$ cat config.mk
export PLATFORM = sky130hd
export DESIGN_NAME = tsf_trace_status
export DESIGN_NICKNAME = d
export VERILOG_FILES = /design/src/pkg/tsf_pkg.sv /design/src/pkg/tsf_evt_if.sv /design/src/logic/tsf_fill_counter.sv /design/src/logic/tsf_match_flags.sv /design/src/logic/tsf_trace_status.sv
export SDC_FILE = /design/constraint.sdc
export NUM_CORES = 1
export LEC_CHECK = 0
export ABC_AREA = 1
export BUFFER_PORTS_ARGS = -buffer_cell sky130_fd_sc_hd__buf_2
export CORE_UTILIZATION = 45
export CTS_CLUSTER_SIZE = 10
export DETAILED_ROUTE_END_ITERATION = 12
export GPL_ROUTABILITY_DRIVEN = 0
export PLACE_DENSITY = 0.8
export SLEW_MARGIN = 20
export SYNTH_ARGS = -nofsm -noshare
export SYNTH_HDL_FRONTEND = slang
export SYNTH_SLANG_ARGS = --single-unit
$ cat constraint.sdc
create_clock -name pclk -period 2.05 [get_ports pclk]
set_clock_uncertainty 0.15 [all_clocks]
set_input_delay 0.41 -clock pclk [delete_from_list [all_inputs] [get_ports pclk]]
set_output_delay 0.41 -clock pclk [all_outputs]
set_load 0.03 [all_outputs]
$ cat src/pkg/tsf_pkg.sv
// package: register map, field positions and reset values of the trace status block
package tsf_pkg;
  // ************************************************************
  // register indices; each register is one word, byte address is four times the index
  // ************************************************************
  localparam logic [15:0] TSF_STATUS_IDX   = 16'h301E;
  localparam logic [15:0] TSF_COUNT_IDX    = 16'h301F;
  localparam logic [15:0] TSF_CONTROL_IDX  = 16'h3020;
  localparam logic [15:0] TSF_IRQ_STAT_IDX = 16'h3021;
  localparam logic [15:0] TSF_IRQ_MASK_IDX = 16'h3022;
  // byte addresses on the apb bus
  localparam logic [15:0] TSF_STATUS_OFS   = 16'hC078;
  localparam logic [15:0] TSF_COUNT_OFS    = 16'hC07C;
  localparam logic [15:0] TSF_CONTROL_OFS  = 16'hC080;
  localparam logic [15:0] TSF_IRQ_STAT_OFS = 16'hC084;
  localparam logic [15:0] TSF_IRQ_MASK_OFS = 16'hC088;

  // ************************************************************
  // field positions
  // ************************************************************
  localparam int TSF_A_BIT      = 7;
  localparam int TSF_B_BIT      = 6;
  localparam int TSF_C_BIT      = 5;
  localparam int TSF_ARMED_FLAG_BIT   = 0;
  localparam int TSF_CTL_ARM    = 0;
  localparam int TSF_CTL_EN     = 1;
  localparam int TSF_CTL_BEGIN  = 2;
  localparam int TSF_CNT_W      = 4;
  // interrupt status bits: 0..2 match a/b/c, 3 count saturated
  localparam int TSF_IRQ_W      = 4;
  localparam int TSF_IRQ_SAT    = 3;

  // ************************************************************
  // reset values and counts
  // ************************************************************
  localparam logic [2:0] TSF_CTL_RST   = 3'h0;
  localparam logic [3:0] TSF_CNT_RST   = 4'h0;
  localparam logic [3:0] TSF_CNT_MAX   = 4'h8;

  // reset causes
  typedef enum logic [1:0] {
    TSF_RST_NONE     = 2'h0,
    TSF_RST_OTHER    = 2'h1,
    TSF_RST_END_RUN  = 2'h3,
    TSF_RST_END_TRC  = 2'h2
  } tsf_rst_kind_t;
endpackage : tsf_pkg

$ cat src/pkg/tsf_evt_if.sv
// interface: event wires between the status core and the capture counter
`timescale 1ns/1ns
interface tsf_evt_if;
  logic       arm_rise;
  logic       capture;
  logic       enable;
  logic [3:0] count;
  logic       saturated;
  modport core (output arm_rise, output capture, output enable, input count, input saturated);
  modport cnt  (input arm_rise, input capture, input enable, output count, output saturated);
endinterface : tsf_evt_if

$ cat src/logic/tsf_fill_counter.sv
// saturating count of words captured into the trace fifo
`timescale 1ns/1ns
module tsf_fill_counter
  import tsf_pkg::*;
#(
  parameter int DEPTH = 8
) (
  // clock and reset
  input wire logic pclk,
  input wire logic presetn,
  // soft reset clearing the count
  input wire logic clear_count,
  // event link
  tsf_evt_if.cnt   evt
);
  // the four-bit count only serves an eight-deep fifo
  if (DEPTH != 8) begin : g_bad_depth
    $error("tsf_fill_counter: depth must be 8");
  end

  logic [3:0] count;
  logic [3:0] next_count;

  always_comb begin
    next_count = count;
    if (clear_count || (evt.enable && evt.arm_rise)) begin
      next_count = TSF_CNT_RST;
    end else if (evt.enable && evt.capture && count != TSF_CNT_MAX) begin
      next_count = count + 4'h1;
    end
  end

  // no decrement path: draining the fifo leaves the count alone
  always_ff @(posedge pclk or negedge presetn) begin
    if (!presetn) begin
      count <= TSF_CNT_RST;
    end else begin
      count <= next_count;
    end
  end

  assign evt.count     = count;
  assign evt.saturated = (count == TSF_CNT_MAX);
endmodule : tsf_fill_counter

$ cat src/logic/tsf_match_flags.sv
// sticky comparator match flags, cleared on arming
`timescale 1ns/1ns
module tsf_match_flags
  import tsf_pkg::*;
#(
  parameter int NCMP = 3
) (
  // clock and reset
  input  wire logic            pclk,
  input  wire logic            presetn,
  // control
  input  wire logic            clear_flags,
  input  wire logic            arm_rise,
  input  wire logic            armed,
  input  wire logic [NCMP-1:0] cmp_match,
  // state
  output logic      [NCMP-1:0] flags
);
  if (NCMP < 1) begin : g_bad_ncmp
    $error("tsf_match_flags: need at least one comparator");
  end

  logic [NCMP-1:0] next_flags;

  for (genvar i = 0; i < NCMP; i++) begin : g_flag
    always_comb begin
      next_flags[i] = flags[i];
      if (clear_flags || arm_rise) begin
        next_flags[i] = 1'b0;
      end else if (armed && cmp_match[i]) begin
        next_flags[i] = 1'b1;
      end
    end
  end

  always_ff @(posedge pclk or negedge presetn) begin
    if (!presetn) begin
      flags <= '0;
    end else begin
      flags <= next_flags;
    end
  end
endmodule : tsf_match_flags

$ cat src/logic/tsf_trace_status.sv
// top: apb slave for trace match status, fill count, control and interrupt
//
// Decided for this implementation: the APB slave port.
`timescale 1ns/1ns

// What this block does
// - comparator a hit sets sticky flag until rearm
// - comparator b hit since arming sets flag
// - comparator c hit since arming sets flag
// - reserved status and count bits read zero
// - armed flag mirrors arm bit while enabled
// - armed flag high from arming until run end or reset, storing after a begin trigger included, else zero
// - end-run reset clears armed flag
// - end-trace reset in enabled end mode keeps match flags, clears armed
// - power-on and ordinary resets clear count
// - end-trace reset in enabled end mode keeps the valid count
// - count saturates at eight
// - arming clears count, each capture increments
// - fifo reads never decrement the count
// - begin bit selects start or end storing
// - enable gates arming, triggering and storing
module tsf_trace_status
  import tsf_pkg::*;
(
  // clock and reset
  input  wire logic        pclk,
  input  wire logic        presetn,
  // apb slave
  input  wire logic        psel,
  input  wire logic        penable,
  input  wire logic        pwrite,
  input  wire logic [15:0] paddr,
  input  wire logic [31:0] pwdata,
  output logic      [31:0] prdata,
  output logic             pready,
  output logic             pslverr,
  // comparator and capture side
  input  wire logic [2:0]  cmp_match,
  input  wire logic        trigger_hit,
  input  wire logic        fifo_capture,
  input  wire logic        fifo_full,
  // soft reset causes, one-cycle pulses
  input  wire logic [1:0]  soft_reset_kind,
  // to capture logic
  output logic             store_enable,
  output logic             irq
);
  // ************************************************************
  // control register
  // ************************************************************
  logic       arm;
  logic       trace_unit_enable;
  logic       begin_mode;
  logic [2:0] next_ctl;
  logic       armed_q;
  logic       triggered;
  logic       next_triggered;
  logic       arm_rise;
  logic       armed_flag;

  tsf_rst_kind_t rkind;
  logic          keep_state;
  logic          clr_flags;
  logic          clr_count;

  logic [2:0]    flags;
  tsf_evt_if     evt ();

  logic [TSF_IRQ_W-1:0] irq_stat;
  logic [TSF_IRQ_W-1:0] irq_mask;
  logic [TSF_IRQ_W-1:0] next_irq_stat;
  logic [TSF_IRQ_W-1:0] next_irq_mask;
  logic [TSF_IRQ_W-1:0] irq_evt;
  logic                 sat_q;

  logic        wr_en;
  logic        rd_en;
  logic        hit;
  logic [31:0] rdata;
  logic [31:0] next_prdata;
  logic        next_pready;
  logic        next_pslverr;
  logic        next_store;
  logic        next_irq;

  assign rkind      = tsf_rst_kind_t'(soft_reset_kind);
  // end-trace reset only preserves state in enabled end-trigger mode
  assign keep_state = (rkind == TSF_RST_END_TRC) && trace_unit_enable && !begin_mode;
  assign clr_flags  = (rkind == TSF_RST_OTHER) || (rkind == TSF_RST_END_RUN)
                    || ((rkind == TSF_RST_END_TRC) && !keep_state);
  assign clr_count  = (rkind == TSF_RST_OTHER) || (rkind == TSF_RST_END_RUN)
                    || ((rkind == TSF_RST_END_TRC) && !keep_state);

  // a write lands at the edge where the master sees pready high
  assign wr_en = psel && penable && pwrite && pready;
  assign rd_en = psel && penable && !pwrite && !pready;

  always_comb begin
    next_ctl = {begin_mode, trace_unit_enable, arm};
    if (wr_en && paddr == TSF_CONTROL_OFS) begin
      next_ctl = pwdata[2:0];
      // arming is only possible while enabled
      next_ctl[TSF_CTL_ARM] = pwdata[TSF_CTL_ARM] && pwdata[TSF_CTL_EN];
    end
    // run end: trigger seen in end mode, or fifo full after begin trigger
    if (arm && triggered && (!begin_mode || fifo_full)) begin
      next_ctl[TSF_CTL_ARM] = 1'b0;
    end
    if (rkind != TSF_RST_NONE) begin
      next_ctl[TSF_CTL_ARM] = 1'b0;
      if (!keep_state) begin
        next_ctl = TSF_CTL_RST;
      end
    end
  end

  always_comb begin
    next_triggered = triggered;
    if (arm_rise || !arm) begin
      next_triggered = 1'b0;
    end else if (trace_unit_enable && trigger_hit) begin
      next_triggered = 1'b1;
    end
  end

  always_ff @(posedge pclk or negedge presetn) begin
    if (!presetn) begin
      {begin_mode, trace_unit_enable, arm} <= TSF_CTL_RST;
      armed_q   <= 1'b0;
      triggered <= 1'b0;
    end else begin
      {begin_mode, trace_unit_enable, arm} <= next_ctl;
      armed_q   <= arm;
      triggered <= next_triggered;
    end
  end

  assign arm_rise   = arm && !armed_q;
  assign armed_flag = arm && trace_unit_enable;

  // ************************************************************
  // match flags and fill counter
  // ************************************************************
  tsf_match_flags #(.NCMP(3)) u_flags (
    .pclk        (pclk),
    .presetn     (presetn),
    .clear_flags (clr_flags),
    .arm_rise    (arm_rise),
    .armed       (armed_flag),
    .cmp_match   (cmp_match),
    .flags       (flags)
  );

  // storing window: after trigger in begin mode, until trigger in end mode
  assign evt.arm_rise = arm_rise;
  assign evt.enable   = trace_unit_enable;
  assign evt.capture  = fifo_capture && armed_flag && (begin_mode ? triggered : !triggered);

  tsf_fill_counter #(.DEPTH(8)) u_count (
    .pclk        (pclk),
    .presetn     (presetn),
    .clear_count (clr_count),
    .evt         (evt)
  );

  // ************************************************************
  // interrupt status, write one to clear
  // ************************************************************
  always_ff @(posedge pclk or negedge presetn) begin
    if (!presetn) begin
      sat_q <= 1'b0;
    end else begin
      sat_q <= evt.saturated;
    end
  end

  assign irq_evt = {evt.saturated && !sat_q, armed_flag ? cmp_match : 3'h0};

  always_comb begin
    next_irq_stat = irq_stat;
    next_irq_mask = irq_mask;
    if (wr_en && paddr == TSF_IRQ_STAT_OFS) begin
      next_irq_stat = irq_stat & ~pwdata[TSF_IRQ_W-1:0];
    end
    if (wr_en && paddr == TSF_IRQ_MASK_OFS) begin
      next_irq_mask = pwdata[TSF_IRQ_W-1:0];
    end
    // a new event wins over a simultaneous clear
    next_irq_stat = next_irq_stat | irq_evt;
  end

  always_ff @(posedge pclk or negedge presetn) begin
    if (!presetn) begin
      irq_stat <= '0;
      irq_mask <= '0;
    end else begin
      irq_stat <= next_irq_stat;
      irq_mask <= next_irq_mask;
    end
  end

  // ************************************************************
  // apb read mux and outputs
  // ************************************************************
  always_comb begin
    rdata = 32'h0;
    hit   = 1'b1;
    unique case (paddr)
      // writes here fall through with no effect
      TSF_STATUS_OFS: begin
        rdata[TSF_A_BIT]    = flags[0];
        rdata[TSF_B_BIT]    = flags[1];
        rdata[TSF_C_BIT]    = flags[2];
        rdata[TSF_ARMED_FLAG_BIT] = armed_flag;
      end
      TSF_COUNT_OFS: begin
        rdata[TSF_CNT_W-1:0] = evt.count;
      end
      TSF_CONTROL_OFS:  rdata[2:0] = {begin_mode, trace_unit_enable, arm};
      TSF_IRQ_STAT_OFS: rdata[TSF_IRQ_W-1:0] = irq_stat;
      TSF_IRQ_MASK_OFS: rdata[TSF_IRQ_W-1:0] = irq_mask;
      default:          hit = 1'b0;
    endcase
  end

  always_comb begin
    next_pready  = psel && penable && !pready;
    next_pslverr = psel && penable && !pready && !hit;
    next_prdata  = rd_en ? rdata : prdata;
    next_store   = armed_flag && (begin_mode ? triggered : !triggered);
    next_irq     = |(next_irq_stat & next_irq_mask);
  end

  always_ff @(posedge pclk or negedge presetn) begin
    if (!presetn) begin
      prdata       <= 32'h0;
      pready       <= 1'b0;
      pslverr      <= 1'b0;
      store_enable <= 1'b0;
      irq          <= 1'b0;
    end else begin
      prdata       <= next_prdata;
      pready       <= next_pready;
      pslverr      <= next_pslverr;
      store_enable <= next_store;
      irq          <= next_irq;
    end
  end
endmodule : tsf_trace_status

After elaboration in Yosys (flattened, before gate mapping):

Index checks and enable logic that the tools add are counted.

* word-level logic and storage cells: 108
* register bits after elaboration: 32
* bits of input ports: 61
* output and inout bits: 36

* bitwise logic cells: 4
* multiplexer cells: 23
* reduce and logical (&&, ||, !) cells: 53
* equality and inequality tests: 10
* add/sub/neg operators: 1

Operators by type and width (count)
* equality test 16 bit (second input constant): 5
* logical AND 1 bit: 29
* two-way mux 4 bit: 4
* two-way mux 3 bit: 5
* nonzero test 2 bit: 6
* two-way mux 1 bit: 11
* zero test 1 bit: 9
* bitwise AND 4 bit: 2
* case mux 2 bit (4 select lines): 1
* logical OR 1 bit: 6
* case mux 1 bit (5 select lines): 1
* OR reduction 5 bit: 1
* adder 4 x 1 -> 4 bit (second input constant): 1
* equality test 2 bit (second input constant): 2
* equality test 4 bit (second input constant): 1
* != test 4 bit (second input constant): 1
* inverter 4 bit: 1
* OR 4 bit: 1
* OR reduction 4 bit: 1
* case mux 1 bit (3 select lines): 1
* nonzero test 3 bit: 1
* equality test 2 x 1 -> 1 bit (second input constant): 1

Longest topological paths before layout:

* depth in word-level cells: 8
* mapped depth: 12
* mapped depth without buffers: 11

Hierarchy:

From an unflattened synthesis, not the netlist that was laid out.

* cells, all modules: 253
* area total of the unflattened synthesis: 1988.2 um2

Modules (own cells, without submodules)
* tsf_trace_status: seq. area each 625.6 um2, cells each 202, area an instance 1590.3 um2, times used 1
* tsf_fill_counter: seq. area each 100.1 um2, cells each 32, area an instance 260.2 um2, times used 1
* tsf_match_flags: seq. area each 75.1 um2, cells each 19, area an instance 137.6 um2, times used 1

Least setup slack after synthesis:

OpenSTA, ideal clock, no wires.

* kind: register -> register
* start: register pready
* end: register irq
* data required time: 1.784 ns
* buffers on the path: 0
* setup time: 0.116 ns
* data arrival time: 1.358 ns
* stages on the path, launching flop included: 10
* period minus slack after synthesis: 1.624 ns
* slack: 0.426 ns
* cell sequence: dfrtp_1 > inv_2 > nor3_4 > nand3_4 > nand2_1 > o21ai_1 > nand2_1 > nand2_1 > inv_1 > nand2_1

* elaborated cells on any way between the ends: 8
* those cells by class: mux: 2; bitwise: 2; reduce/logical: 4

RTL lines
* from (decl): RTL line tsf_trace_status.sv:35 `output logic pready,`
* from (signal assigned): RTL line tsf_trace_status.sv:243 `pready <= next_pready;`
* logical AND 1 bit: RTL line tsf_trace_status.sv:95 `assign wr_en = psel && penable && pwrite && pready;`
* logical AND 1 bit: RTL line tsf_trace_status.sv:185 `if (wr_en && paddr == TSF_IRQ_MASK_OFS) begin`
* two-way mux 4 bit: RTL line tsf_trace_status.sv:185
* net next_irq_mask[3]: RTL line tsf_trace_status.sv:72 `logic [TSF_IRQ_W-1:0] next_irq_mask;`
* bitwise AND 4 bit: RTL line tsf_trace_status.sv:231 `next_irq = |(next_irq_stat & next_irq_mask);`
* OR reduction 4 bit: RTL line tsf_trace_status.sv:231
* net next_irq: RTL line tsf_trace_status.sv:84 `logic next_irq;`
* to (signal assigned): RTL line tsf_trace_status.sv:246 `irq <= next_irq;`
* to (decl): RTL line tsf_trace_status.sv:46 `output logic irq`

The timed path passes the listed nets, and every way through them passes these cells.
A chain may end at the register's enable or synchronous reset.

Worst setup path after layout:

* start: register pready
* end: register prdata[5]

* word-level cells in the longest chain between the ends: 2

Ends and longest elaborated chain
* zero test 1 bit: RTL line tsf_trace_status.sv:96 `assign rd_en = psel && penable && !pwrite && !pready;`
* logical AND 1 bit: RTL line tsf_trace_status.sv:96
* to (signal assigned): RTL line tsf_trace_status.sv:242 `prdata <= next_prdata;`
* to (decl): RTL line tsf_trace_status.sv:34 `output logic [31:0] prdata,`

No other way between the ends.

==> reports/metrics.yaml <==
cells_and_area:
  multi_input_area_um2: 815
  final_nets: 346
  syn2layout_area_growth_pct: 14.0
  final_common_cell: "nand2_1"
  nFillCells: 381
  layout-drive-gt1-share_pct: 23.2
  final_cell_mix: "nand2_1 (54), buf_2 (43), dfrtp_1 (32)"
  regArea_um2: 801
  diodes: 0
yosys:
  syn_area_per_cell_um2: 7.86
  synth_top_area_cell: "dfrtp_1"
  synth_cell_types: 27
  yosysTopAreaCellShare_pct: 43.3
  synthArstFlopShare_pct: 100
  seq_area_frac_synth_pct: 43.3
  dominantRegCellSynth: "dfrtp_1"
  synth-edff-count: 0
  synth_seq_cells: 32
  syn_area_um2: 1850
  yosysWarnings: 0
  ys_top_cells_by_area: "dfrtp_1 (43%), nand2_1 (11%), buf_4 (10%)"
  syn-instance-count: 235
cts:
  clk_latency_ns: 0.29
  h-tree-depth: 2
  cts_num_sinks: 32
  cts_made_buffers: 5
  post_cts_resized: 0
  holdBufCountCts: 0
  cts_tree: "yes"
  post_cts_buffers: 0
  cts_buffer_depth: 2
  clkTransAtPathRegs_ns: 0.07
  clockRootBuffer: "clkbuf_8"
timing:
  setup_violations: 0
  hold_slack_ns: 0.0118
  setup_slack_ns: 0.406
  period_minus_slack_ns: 1.64
  worstMarginPinSlew_ns: 0.690
  hold_viol: 0
  min_period_over_period_pct: 80.2
  finalSetupTns_ns: 0
  final_max_slew_viol_count: 0
  rsz0062_at_grt: "no"
  slew_headroom_pct: 54.0
  max_freq_mhz: 608
detailed_routing:
  drtIter0Drc: 49
  vias: 1549
  wl_met1_um: 1610
  met3WireLength_um: 194
  first_pass_iters: 4
  ant_nets: 0
  wl_met2_um: 1780
  totalWireLength_um: 3660
  viasPerCell: 4.67
  post_drt_wl_per_cell_um: 11.0
  highest_layer: "met4"
  drc: 0
floorplan:
  io_pins: 97
  core_area_um2: 3800
  fp-row-count: 22
  die_w_um: 66.1
  die_area_um2: 4370
  initial_utilization_pct: 48.6
  fp.dieH_um: 66.1
setup_path:
  required_ns: 2.09
  cpMostUsedCell: "nor2_1"
  startpoint: "pready"
  timing.rr.start: "pready"
  crit_path_start_kind: "flip-flop"
  slowest_delay_ns: 0.40
  crit_fanout: 9
  crit_type: "flip-flop to flip-flop"
  worstSetupEndpointType: "flip-flop"
  worstPathCellList: "nor2_1, inv_1, nor2_1, inv_2, o31ai_1"
  worstPathArrival_ns: 1.68
  critPathSlowestCell: "dfrtp_1"
hold_path:
  hold_path_class: "input pin to async pin"
global_routing:
  grt_first_pass_wirelength_um: 5850
  grt.overflow.total: 0
  grt_max_degree: 33
  grt_pass1_vias: 1387
  antenna_found_initial: 0
  grt_usage_pct: 18.6
flow_run:
  maxCapViolCount: 0
place:
  port_buffers: 43
  dp_hpwl_um: 2920
  pre_cts_slack_ns: 0.144
pwr:
  power.density_nw_per_um2: 615
  p_leak_nw: 1.14
  peakVddDrop_mv: 0.363
status:
  status: "finished clean"
critical path, delay by kind of cell (launching register included):
kind	cells	cell delay, ns
buf+inv	2	0.22
simple gates	2	0.50
flops	1	0.40
compound gates	1	0.28
layer usage:
metal	vias to the layer above	GRT usage [%]
met4	0	6.91
met3	9	6.90
met5	-	0
li1	797	-
met2	52	31.3
met1	691	21.6
path summary, 6_finish.rpt:
| check | end | slack (ns) | depth (start not counted) |
|---|---|---|---|
| setup / recovery | prdata[5] | 0.41 | 5 |
| hold / removal | u_count.evt.count[2] | 0.01 | 1 |
| setup reg to reg | prdata[5] | 0.41 | 5 |
| hold reg to reg | armed_q | 0.30 | 0 |
| max in group asynchronous | begin_mode | 1.29 | 1 |
| min in group pclk | arm | 0.23 | 4 |
report_power, final:
part	internal (mW)	leakage [nW]	switching (mW)
sequential	0.637	0.438	0.00268
clock	0.267	0.0510	0.228
combinational	0.0375	0.653	0.124
total	0.942	1.14	0.355
per-stage QoR:
stage | area, µm² | power (mW) | util (%) | std cells
6_report | 2110 | 1.30 | 55.5 | 332
5_1_grt | 2110 | 1.36 | 55.5 | 332
4_1_cts | 2110 | 1.31 | 55.5 | 332
3_5_place_dp | 2010 | 0.814 | 53.0 | 324
3_3_place_gp | 2010 | 0.812 | 53.0 | 324
2_1_floorplan | 1940 | 0.792 | - | 259
cells by family after synthesis:
kind of cell / after synthesis / synth area share [%]
buffers and inverters: 59 / 17.5
AOI/OAI and AO/OA: 34 / 10.4
xor gates and xnor gates: 1 / 0.474
and+or+nand+nor: 106 / 26.8
other: 1 / 0.203
adders and majority gates: 2 / 1.35
DFF: 32 / 43.3
cells in the mapped netlist (all sizes together) (2+ instances only):
cell	instances
dfrtp	32
buf	26
nor3	2
o211ai	4
inv	33
nor2	24
nand2	57
o31ai	3
a21oi	10
nand4	5
nand3	16
ha	2
o21ai	15
cell type report:
cell class / count / area share (%)
flip-flops and latches: 32 / 38.0
clock inverters: 2 / 0.475
repair buffers: 43 / 10.2
clock buffers: 6 / 3.92
inverters: 33 / 5.88
well taps: 48 / 2.85
multi-input cells: 168 / 38.7
state kept, by name, indices dropped and copies added (netlist names):
signal             count
evt.enable             1
arm                    1
u_flags.flags          3
irq_mask               4
irq_stat               4
pready                 1
armed_q                1
store_enable           1
prdata                 7
pslverr                1
irq                    1
sat_q                  1
u_count.evt.count      4
triggered              1
begin_mode             1
Note: power is estimated with default switching activity, not from simulation.
